### config.mk
export PLATFORM = sky130hd
export DESIGN_NAME = nibble_reg_host_flat
export DESIGN_NICKNAME = d
export VERILOG_FILES = /design/src/hw/nibble_reg_pkg.sv /design/src/hw/nibble_reg_if.sv /design/src/hw/link_sync.sv /design/src/hw/nibble_reg_host.sv /design/src/flat_wrapper.sv
export SDC_FILE = /design/constraint.sdc
export NUM_CORES = 1
export LEC_CHECK = 0
export BUFFER_PORTS_ARGS = -buffer_cell sky130_fd_sc_hd__buf_4
export CORE_UTILIZATION = 40
export CTS_CLUSTER_DIAMETER = 200
export DETAILED_ROUTE_END_ITERATION = 12
export GPL_TIMING_DRIVEN = 1
export SLEW_MARGIN = 10
export SYNTH_ARGS = -nofsm -noshare
export SYNTH_HDL_FRONTEND = slang
export SYNTH_SLANG_ARGS = --single-unit
export TNS_END_PERCENT = 30
### constraint.sdc
create_clock -name ref_clk -period 5.6 [get_ports ref_clk]
set_clock_uncertainty 0.1 [all_clocks]
set_input_delay 1.12 -clock ref_clk [delete_from_list [all_inputs] [get_ports ref_clk]]
set_output_delay 1.12 -clock ref_clk [all_outputs]
set_load 0.02 [all_outputs]
### src/hw/nibble_reg_pkg.sv
// shared constants for the nibble register link and its host controller
package nibble_reg_pkg;
    localparam int ADDR_W = 6;
    localparam int DATA_W = 16;
    localparam int REG_COUNT = 64;
    localparam logic [5:0] NIBBLE_CONTROL_0 = 6'h00;
    localparam logic [5:0] NIBBLE_CONTROL_1 = 6'h01;
    localparam logic [15:0] REG_RESET = 16'h0000;
    // four read-level delay rank registers, consecutive from this base
    localparam logic [5:0] READ_LEVEL_DELAY_RANK_BASE = 6'h2C;
    localparam logic [1:0] RANK_HOLD_TICKS = 2'h2;
    // link clock made by the host: 20 MHz ref clock, 400 ns link period
    localparam int REF_CLK_NS = 50;
    localparam int LINK_PERIOD_NS = 400;
    localparam int LINK_DIV = LINK_PERIOD_NS / REF_CLK_NS;
    localparam logic [2:0] LINK_HALF_LAST = 3'(LINK_DIV / 2 - 1);
    localparam logic [2:0] LINK_FULL_LAST = 3'(LINK_DIV - 1);
    // host controller register offsets
    localparam logic [3:0] CMD_OFFSET = 4'h0;
    localparam logic [3:0] WDATA_OFFSET = 4'h4;
    localparam logic [3:0] STATUS_OFFSET = 4'h8;
    localparam logic [3:0] RDATA_OFFSET = 4'hC;
    localparam int CMD_ADDR_LSB = 0;
    localparam int CMD_NIBBLE_BIT = 6;
    localparam int CMD_WRITE_BIT = 7;
    localparam int STATUS_BUSY_BIT = 0;
    localparam int STATUS_OK_BIT = 1;
    localparam logic [1:0] RESP_OKAY = 2'h0;
    localparam logic [1:0] RESP_SLVERR = 2'h2;

    function automatic logic is_rank_reg(input logic [5:0] addr);
        return addr[5:2] == READ_LEVEL_DELAY_RANK_BASE[5:2];
    endfunction : is_rank_reg
endpackage : nibble_reg_pkg

### src/hw/nibble_reg_if.sv
// register link with 16-bit data between host controller and nibble pair
interface nibble_reg_if;
    logic reg_iface_clk;
    logic [5:0] reg_addr;
    logic [15:0] reg_wdata;
    logic reg_wr_en;
    logic nibble_select;
    logic [15:0] reg_rdata;
    logic combined_ok_out;

    modport device (
        input reg_iface_clk,
        input reg_addr,
        input reg_wdata,
        input reg_wr_en,
        input nibble_select,
        output reg_rdata,
        output combined_ok_out
    );
    modport host (
        output reg_iface_clk,
        output reg_addr,
        output reg_wdata,
        output reg_wr_en,
        output nibble_select,
        input reg_rdata,
        input combined_ok_out
    );
endinterface : nibble_reg_if

### src/hw/link_sync.sv
// two-flop synchroniser for signals entering the ref clock domain
module link_sync #(
    parameter int WIDTH = 1
) (
    input wire logic ref_clk,
    input wire logic srst,
    input wire logic [WIDTH-1:0] async_in,
    output logic [WIDTH-1:0] sync_out
);
    logic [WIDTH-1:0] meta;

    always_ff @(posedge ref_clk) begin
        if (srst) begin
            meta <= '0;
            sync_out <= '0;
        end else begin
            meta <= async_in;
            sync_out <= meta;
        end
    end
endmodule : link_sync

### src/hw/nibble_reg_host.sv
// host controller: AXI4-Lite registers driving the nibble register link
//
// Decided for this implementation: the AXI4-Lite slave port.
module nibble_reg_host
    import nibble_reg_pkg::*;
(
    input wire logic ref_clk,
    input wire logic srst,
    nibble_reg_if.host link,
    input wire logic [3:0] s_axi_awaddr,
    input wire logic s_axi_awvalid,
    output logic s_axi_awready,
    input wire logic [31:0] s_axi_wdata,
    input wire logic [3:0] s_axi_wstrb,
    input wire logic s_axi_wvalid,
    output logic s_axi_wready,
    output logic [1:0] s_axi_bresp,
    output logic s_axi_bvalid,
    input wire logic s_axi_bready,
    input wire logic [3:0] s_axi_araddr,
    input wire logic s_axi_arvalid,
    output logic s_axi_arready,
    output logic [31:0] s_axi_rdata,
    output logic [1:0] s_axi_rresp,
    output logic s_axi_rvalid,
    input wire logic s_axi_rready
);
    typedef enum logic [2:0] {
        IDLE = 3'b000,
        PRESEL = 3'b001,
        SETTLE = 3'b011,
        WAIT_OK = 3'b010,
        DRIVE = 3'b110,
        ISSUED = 3'b111,
        CAPTURE = 3'b101
    } host_state_e;

    host_state_e state;
    logic [2:0] phase;
    logic rise;
    logic fall;
    logic [15:0] rdata_s;
    logic ok_s;
    logic [3:0] aw_addr;
    logic aw_got;
    logic [31:0] w_data;
    logic [3:0] w_strb;
    logic w_got;
    logic start;
    logic [7:0] cmd;
    logic [15:0] wdata_reg;
    logic [15:0] rdata_reg;
    logic busy;

    link_sync #(.WIDTH(17)) u_sync (
        .ref_clk(ref_clk),
        .srst(srst),
        .async_in({link.reg_rdata, link.combined_ok_out}),
        .sync_out({rdata_s, ok_s})
    );

    // link clock: high for phases 0..3, low for 4..7
    assign rise = (phase == LINK_FULL_LAST);
    assign fall = (phase == LINK_HALF_LAST);
    assign busy = (state != IDLE);

    always_ff @(posedge ref_clk) begin
        if (srst) begin
            phase <= 3'h0;
            link.reg_iface_clk <= 1'b0;
        end else begin
            phase <= phase + 3'h1;
            if (rise) begin
                link.reg_iface_clk <= 1'b1;
            end else if (fall) begin
                link.reg_iface_clk <= 1'b0;
            end
        end
    end

    // write channel: address and data in either order, response after both
    always_ff @(posedge ref_clk) begin
        if (srst) begin
            s_axi_awready <= 1'b1;
            s_axi_wready <= 1'b1;
            s_axi_bvalid <= 1'b0;
            s_axi_bresp <= RESP_OKAY;
            aw_got <= 1'b0;
            w_got <= 1'b0;
            aw_addr <= 4'h0;
            w_data <= 32'h00000000;
            w_strb <= 4'h0;
            start <= 1'b0;
            cmd <= 8'h00;
            wdata_reg <= 16'h0000;
        end else begin
            start <= 1'b0;
            if (s_axi_awvalid && s_axi_awready) begin
                aw_addr <= s_axi_awaddr;
                aw_got <= 1'b1;
                s_axi_awready <= 1'b0;
            end
            if (s_axi_wvalid && s_axi_wready) begin
                w_data <= s_axi_wdata;
                w_strb <= s_axi_wstrb;
                w_got <= 1'b1;
                s_axi_wready <= 1'b0;
            end
            if (aw_got && w_got && !s_axi_bvalid) begin
                aw_got <= 1'b0;
                w_got <= 1'b0;
                s_axi_bvalid <= 1'b1;
                s_axi_bresp <= RESP_OKAY;
                case (aw_addr)
                    CMD_OFFSET: begin
                        // a command while busy is dropped
                        if (!busy && w_strb[0]) begin
                            cmd <= w_data[7:0];
                            start <= 1'b1;
                        end
                    end
                    WDATA_OFFSET: begin
                        if (w_strb[0]) begin
                            wdata_reg[7:0] <= w_data[7:0];
                        end
                        if (w_strb[1]) begin
                            wdata_reg[15:8] <= w_data[15:8];
                        end
                    end
                    STATUS_OFFSET, RDATA_OFFSET: begin
                    end
                    default: begin
                        s_axi_bresp <= RESP_SLVERR;
                    end
                endcase
            end
            if (s_axi_bvalid && s_axi_bready) begin
                s_axi_bvalid <= 1'b0;
                s_axi_awready <= 1'b1;
                s_axi_wready <= 1'b1;
            end
        end
    end

    always_ff @(posedge ref_clk) begin
        if (srst) begin
            s_axi_arready <= 1'b1;
            s_axi_rvalid <= 1'b0;
            s_axi_rdata <= 32'h00000000;
            s_axi_rresp <= RESP_OKAY;
        end else if (s_axi_arvalid && s_axi_arready) begin
            s_axi_arready <= 1'b0;
            s_axi_rvalid <= 1'b1;
            s_axi_rresp <= RESP_OKAY;
            s_axi_rdata <= 32'h00000000;
            case (s_axi_araddr)
                CMD_OFFSET: s_axi_rdata[7:0] <= cmd;
                WDATA_OFFSET: s_axi_rdata[15:0] <= wdata_reg;
                STATUS_OFFSET: begin
                    s_axi_rdata[STATUS_BUSY_BIT] <= busy;
                    s_axi_rdata[STATUS_OK_BIT] <= ok_s;
                end
                RDATA_OFFSET: s_axi_rdata[15:0] <= rdata_reg;
                default: s_axi_rresp <= RESP_SLVERR;
            endcase
        end else if (s_axi_rvalid && s_axi_rready) begin
            s_axi_rvalid <= 1'b0;
            s_axi_arready <= 1'b1;
        end
    end

    // link sequencer: outputs change at falling link edges, inputs sampled at rising
    always_ff @(posedge ref_clk) begin
        if (srst) begin
            state <= IDLE;
            link.reg_addr <= 6'h00;
            link.reg_wdata <= 16'h0000;
            link.reg_wr_en <= 1'b0;
            link.nibble_select <= 1'b0;
            rdata_reg <= 16'h0000;
        end else begin
            case (state)
                IDLE: begin
                    if (start) begin
                        state <= PRESEL;
                    end
                end
                PRESEL: begin
                    if (fall) begin
                        // select first so ready reflects the target nibble
                        link.nibble_select <= cmd[CMD_NIBBLE_BIT];
                        link.reg_addr <= cmd[CMD_ADDR_LSB +: ADDR_W];
                        state <= SETTLE;
                    end
                end
                SETTLE: begin
                    if (rise) begin
                        state <= WAIT_OK;
                    end
                end
                WAIT_OK: begin
                    if (rise && ok_s) begin
                        state <= DRIVE;
                    end
                end
                DRIVE: begin
                    if (fall) begin
                        link.reg_wr_en <= cmd[CMD_WRITE_BIT];
                        link.reg_wdata <= cmd[CMD_WRITE_BIT] ? wdata_reg : 16'h0000;
                        state <= ISSUED;
                    end
                end
                ISSUED: begin
                    if (fall) begin
                        link.reg_wr_en <= 1'b0;
                        link.reg_wdata <= 16'h0000;
                        link.reg_addr <= 6'h00;
                        link.nibble_select <= 1'b0;
                        state <= cmd[CMD_WRITE_BIT] ? IDLE : CAPTURE;
                    end
                end
                CAPTURE: begin
                    if (rise) begin
                        rdata_reg <= rdata_s;
                        state <= IDLE;
                    end
                end
                default: begin
                    state <= IDLE;
                end
            endcase
        end
    end
endmodule : nibble_reg_host

### src/flat_wrapper.sv
// flat-port wrapper written by rule: the top's interface ports become plain ports
module nibble_reg_host_flat import nibble_reg_pkg::*;
  (ref_clk, srst, s_axi_awaddr, s_axi_awvalid, s_axi_awready, s_axi_wdata, s_axi_wstrb, s_axi_wvalid, s_axi_wready, s_axi_bresp, s_axi_bvalid, s_axi_bready, s_axi_araddr, s_axi_arvalid, s_axi_arready, s_axi_rdata, s_axi_rresp, s_axi_rvalid, s_axi_rready, link_reg_iface_clk, link_reg_addr, link_reg_wdata, link_reg_wr_en, link_nibble_select, link_reg_rdata, link_combined_ok_out);
  nibble_reg_if link_i ();
  input wire logic ref_clk;
  input wire logic srst;
  input wire logic [3:0] s_axi_awaddr;
  input wire logic s_axi_awvalid;
  output logic s_axi_awready;
  input wire logic [31:0] s_axi_wdata;
  input wire logic [3:0] s_axi_wstrb;
  input wire logic s_axi_wvalid;
  output logic s_axi_wready;
  output logic [1:0] s_axi_bresp;
  output logic s_axi_bvalid;
  input wire logic s_axi_bready;
  input wire logic [3:0] s_axi_araddr;
  input wire logic s_axi_arvalid;
  output logic s_axi_arready;
  output logic [31:0] s_axi_rdata;
  output logic [1:0] s_axi_rresp;
  output logic s_axi_rvalid;
  input wire logic s_axi_rready;
  output wire logic [$bits(link_i.reg_iface_clk)-1:0] link_reg_iface_clk;
  output wire logic [$bits(link_i.reg_addr)-1:0] link_reg_addr;
  output wire logic [$bits(link_i.reg_wdata)-1:0] link_reg_wdata;
  output wire logic [$bits(link_i.reg_wr_en)-1:0] link_reg_wr_en;
  output wire logic [$bits(link_i.nibble_select)-1:0] link_nibble_select;
  input wire logic [$bits(link_i.reg_rdata)-1:0] link_reg_rdata;
  input wire logic [$bits(link_i.combined_ok_out)-1:0] link_combined_ok_out;
  assign link_reg_iface_clk = link_i.reg_iface_clk;
  assign link_reg_addr = link_i.reg_addr;
  assign link_reg_wdata = link_i.reg_wdata;
  assign link_reg_wr_en = link_i.reg_wr_en;
  assign link_nibble_select = link_i.nibble_select;
  assign link_i.reg_rdata = link_reg_rdata;
  assign link_i.combined_ok_out = link_combined_ok_out;
  nibble_reg_host u_core (.ref_clk(ref_clk), .srst(srst), .link(link_i), .s_axi_awaddr(s_axi_awaddr), .s_axi_awvalid(s_axi_awvalid), .s_axi_awready(s_axi_awready), .s_axi_wdata(s_axi_wdata), .s_axi_wstrb(s_axi_wstrb), .s_axi_wvalid(s_axi_wvalid), .s_axi_wready(s_axi_wready), .s_axi_bresp(s_axi_bresp), .s_axi_bvalid(s_axi_bvalid), .s_axi_bready(s_axi_bready), .s_axi_araddr(s_axi_araddr), .s_axi_arvalid(s_axi_arvalid), .s_axi_arready(s_axi_arready), .s_axi_rdata(s_axi_rdata), .s_axi_rresp(s_axi_rresp), .s_axi_rvalid(s_axi_rvalid), .s_axi_rready(s_axi_rready));
endmodule
Word level (Yosys, flattened, before mapping)
Cells that the tools add are included.

operators by class
  $add $sub $neg = 1
  equal/unequal tests = 21
  muxes and demuxes = 32
  bitwise logic cells = 2
  reductions and logical operators = 31

operators with widths
  operator                                                                 count
  16-bit 2-to-1 mux                                                        3
  16-bit case mux with 2 select lines                                      1
  3-bit 2-to-1 mux                                                         8
  3-bit case mux with 7 select lines                                       1
  6-bit case mux with 3 select lines                                       1
  4-bit == test, second input constant                                     4
  8-bit case mux with 2 select lines                                       1
  3-bit AND reduction                                                      5
  2-bit by 1-bit inequality test with 1-bit output, second input constant  7
  3-bit == test, second input constant                                     4
  6-bit 2-to-1 mux                                                         2
  6-bit case mux with 2 select lines                                       1
  3-bit by 2-bit == test with 1-bit output, second input constant          3
  1-bit logical AND                                                        9
  1-bit 2-to-1 mux                                                         9
  4-bit by 3-bit == test with 1-bit output, second input constant          2
  4-bit logical NOT                                                        2
  2-bit case mux with 4 select lines                                       1
  2-bit nonzero test                                                       4
  4-bit OR reduction                                                       2
  7-bit AND reduction                                                      1
  2-bit 2-to-1 mux                                                         2
  1-bit case mux with 2 select lines                                       2
  2-bit OR reduction                                                       2
  other kinds (8)                                                          10

word-level totals
  register bits = 155
  bits of input ports = 68
  output and inout port bits = 66
  word-level logic and storage cells = 114

Depth between registers and ports, before layout
  depth in word-level cells = 4
  depth in mapped cells = 8
  mapped depth without buffers = 5

Cells and area by module
Synthesis repeated with hierarchy kept, for this count alone.

second synthesis, totals
  cell total of the unflattened synthesis = 614
  area, all modules = 5649.2 um2

modules (own cells, without submodules)
  module           times used  cells an instance  area an instance (um2)  sequential area each (um2)
  nibble_reg_host  1           543                4712.0                  2382.3
  link_sync        1           71                 937.1                   680.7

Worst setup path after synthesis
No wires, ideal clock.

  path kind = input port to flip-flop
  start point = input port s_axi_araddr[3]
  end point = register u_core.s_axi_rdata[10]
  arrival = 1992 ps
  required time = 5368 ps
  path slack = 3376 ps
  stages = 5
  path buffers = 2
  cells stage by stage = buf_2 -> buf_2 -> mux2_2 -> nand3_1 -> a21oi_1

on the way
  word-level cells in the longest chain between the ends = 2

RTL lines
  element                                                                           RTL line                source
  from (decl)                                                                       flat_wrapper.sv:17      input wire logic [3:0] s_axi_araddr;
  4-bit == test / 4-bit by 3-bit == test with 1-bit output (equally long branches)  nibble_reg_host.sv:156  case (s_axi_araddr)
  8-bit case mux with 2 select lines (*)                                            nibble_reg_host.sv:156
  to (signal assigned)                                                              nibble_reg_host.sv:158  WDATA_OFFSET: s_axi_rdata[15:0] <= wdata_reg;
  to (signal, indexed assignment)                                                   nibble_reg_host.sv:160  s_axi_rdata[STATUS_BUSY_BIT] <= busy;
  to (signal, indexed assignment)                                                   nibble_reg_host.sv:161  s_axi_rdata[STATUS_OK_BIT] <= ok_s;
  to (decl)                                                                         nibble_reg_host.sv:23   output logic [31:0] s_axi_rdata,

Mark *: on every way between the ends. The rest lies on a longest branch, timed or not.
A chain may end at the register's enable or synchronous reset.

==> run metrics <==
cts bufs inserted 17; CP Cell Sequence buf_4 -> nor2_1 -> a22o_1; Detailed Route Iter0 Violations roughly 280; status complete, no violations; Post-Syn Area per Cell approximately 9.4 sq um; worst endpoint data arrival time between 2 and 3 ns; Max stage delay on crit path 0.77 ns; largest cells by area after synthesis dfxtp_1 53%, nand2_1 5.5%, a21oi_1 5.3%; number of remaining DRC errors 0; maximum vdd drop 0.212 mV; top-area cell type share of the netlist area 52.7%; Die Wd about 120 um; placer congestion estimate 0.800; global-route total usage across every layer 18.5%; crit path max-delay cell type buf_4; max_cap viols 0; I/O pins 134; initial antenna violation count 0; # hold bufs at CTS 0; Mapped Area roughly 5800 sq um; max-slew violation count 0; Hold WC Path Type flip-flop to flip-flop; commonest cells after routing, fill and taps aside 153 x dfxtp_1, 98 x buf_4, 86 x nand2_1, 62 x a21oi_1, 44 x nand2b_1; power share of the combinational group 5.2%; die area 15000 sq um; r2r worst-path depth 5; Synth area leader dfxtp_1; Synth async-reset ratio 0%; GRT overflow 0; Worst-path clk slew about 0.060 ns; Netlist cell types 46; CP Max Fanout 119; leak pwr 2.83 nW; Final HPWL DP 9.04 mm; ant diodes 0; PD cells 341 nW/um^2; minimum clock period 2.43 ns; hold slack final 0.315 ns; Setup CP Type input pin to flip-flop; Synth Instances 617; EDFF count, synth 0; CP Launch Point srst; worst setup margin approximately 3.2 ns; drt total wl ~13 mm; switching share of power 20.5%; Pint 0.00194 W; vias 4448; R2R Path Start u_core.phase[0]; via/cell ratio 5.03; CP endpoint kind flip-flop; WHS Path Cells 1; commonest non-fill, non-tap cell in the layout dfxtp_1; worst reg-to-reg setup slack 3.49 ns; total negative slack 0 ns; CP Data Required Time 5.80 ns; Post-DRT Antenna Nets 0; Psw 0.000498 W; clk_lat worst skew 0.41 ns; die extent in y around 120 um; clock share of power between 40% and 50%; clock sink total 153; drt wl/cell 14.9 um; Rel. slew slack 27.6%; PostCTS Resize Cnt 0; crit share post-route a little over two fifths; Max Fclk 412 MHz; clk buf depth 2; sequential share of the synthesized area 52.7%; CTS tree built; RSZ-0062 raised after global routing no; Hold Vio Cnt, Final 0; filler instances 1335; nets 762; H-tree depth 4; measured slew at the worst slew-check pin ~1.1 ns; first-pass iteration count of the detailed router 4; starting density of the core 41.4%; Placeable Area 14000 sq um; cell at the root of the clock tree clkbuf_16; Synth Flop Type dfxtp_1; post-route cell area 7140 sq um; Post-Place Cell Area between 6000 and 7000 sq um; Row Count 43; buffers added on ports 97; Reg-to-Reg End u_core.link.reg_wdata[3]; Ys Warns 0; # Post-CTS Setup Buffers 0; final setup violation count 0; first-pass GRT wire length 21.1 mm; largest net degree at the start of global routing 120; biggest regs u_core.u_sync.meta x17, u_core.u_sync.sync_out x17; layout cells sized above 1 20.6%; crit path capture u_core.s_axi_rdata[0]; crit path launch type input pin; Area growth syn-to-layout 22.7%; flops & latches, synth 153; sequential power share 46.4%; pre-CTS setup slack 2.74 ns; vias in the first global route 4198
## power by group through the flow
stage / Clock (W) / Sequential (W) / Combinational, W
after floorplan: 0 / 0.00115 / 0.0000854
after global placement: 0 / 0.00115 / 0.000124
after detailed placement: 0 / 0.00115 / 0.000127
after CTS: 0.00120 / 0.00113 / 0.000127
after global routing: 0.00124 / 0.00113 / 0.000140
final: 0.00118 / 0.00113 / 0.000126
## worst max-delay path: cells and delay by family
kind	cells	cell delay, ns
buffers and inverters	1	0.77
and+or+nand+nor	1	0.36
AOI/OAI and AO/OA	1	0.32
## cells in the mapped netlist, drive strengths merged, types with 7 or more instances
library cell and instances:
clkbuf 30, nand4 7, a22oi 7, mux2i 24, nand2 86, a21oi 62, mux2 14, o21ai 9
nor2 28, nand3 18, dfxtp 153, nor2b 37, nand2b 44, a32oi 16, buf 30
## layer usage
layer  vias up  routed length (um)  track usage (%)
met5         -                   0                0
met4         0                 215             6.94
met3        14                 707             6.09
met2       103                6470             29.5
met1      2117                5800             23.3
li1       2214                   -                -
## final cells by class
class / instances / area, sq um / share of cell area (%)
timing repair buffer: 98 / 736 / 10.3
multi-input combinational: 415 / 2480 / 34.7
sequential: 153 / 3060 / 42.9
clock inverter: 9 / 145 / 2.03
tap: 180 / 225 / 3.15
inverter: 6 / 22.5 / 0.315
clock buffer: 23 / 468 / 6.55
## worst min-delay path by stage
stage,endpoint,from,slack (ns)
6_report,u_core.phase[0],u_core.phase[0],0.32
5_1_grt,u_core.phase[0],u_core.phase[0],0.33
4_1_cts,u_core.phase[0],u_core.phase[0],0.32
3_5_place_dp,u_core.phase[0],u_core.phase[0],0.31
3_3_place_gp,u_core.phase[0],u_core.phase[0],0.31
2_1_floorplan,u_core.phase[0],u_core.phase[0],0.30
## cell families after synthesis
kind of cell    after synthesis  share of synthesized area (%)
buf+inv                      66                           5.81
fa+ha+maj                     3                          0.645
xor+xnor                      2                          0.301
flops                       153                           52.7
mux                          40                           7.61
compound gates              109                           11.6
simple gates                243                           21.3
other cells                   1                         0.0645
## per-stage QoR
stage	util [%]	total power, W	cells
6_report	50.8	0.00243	884
5_1_grt	50.8	0.00252	884
4_1_cts	50.8	0.00245	884
3_5_place_dp	46.5	0.00128	852
3_3_place_gp	46.5	0.00128	852
2_1_floorplan	-	0.00124	634
(Power assumes the default switching activity.)
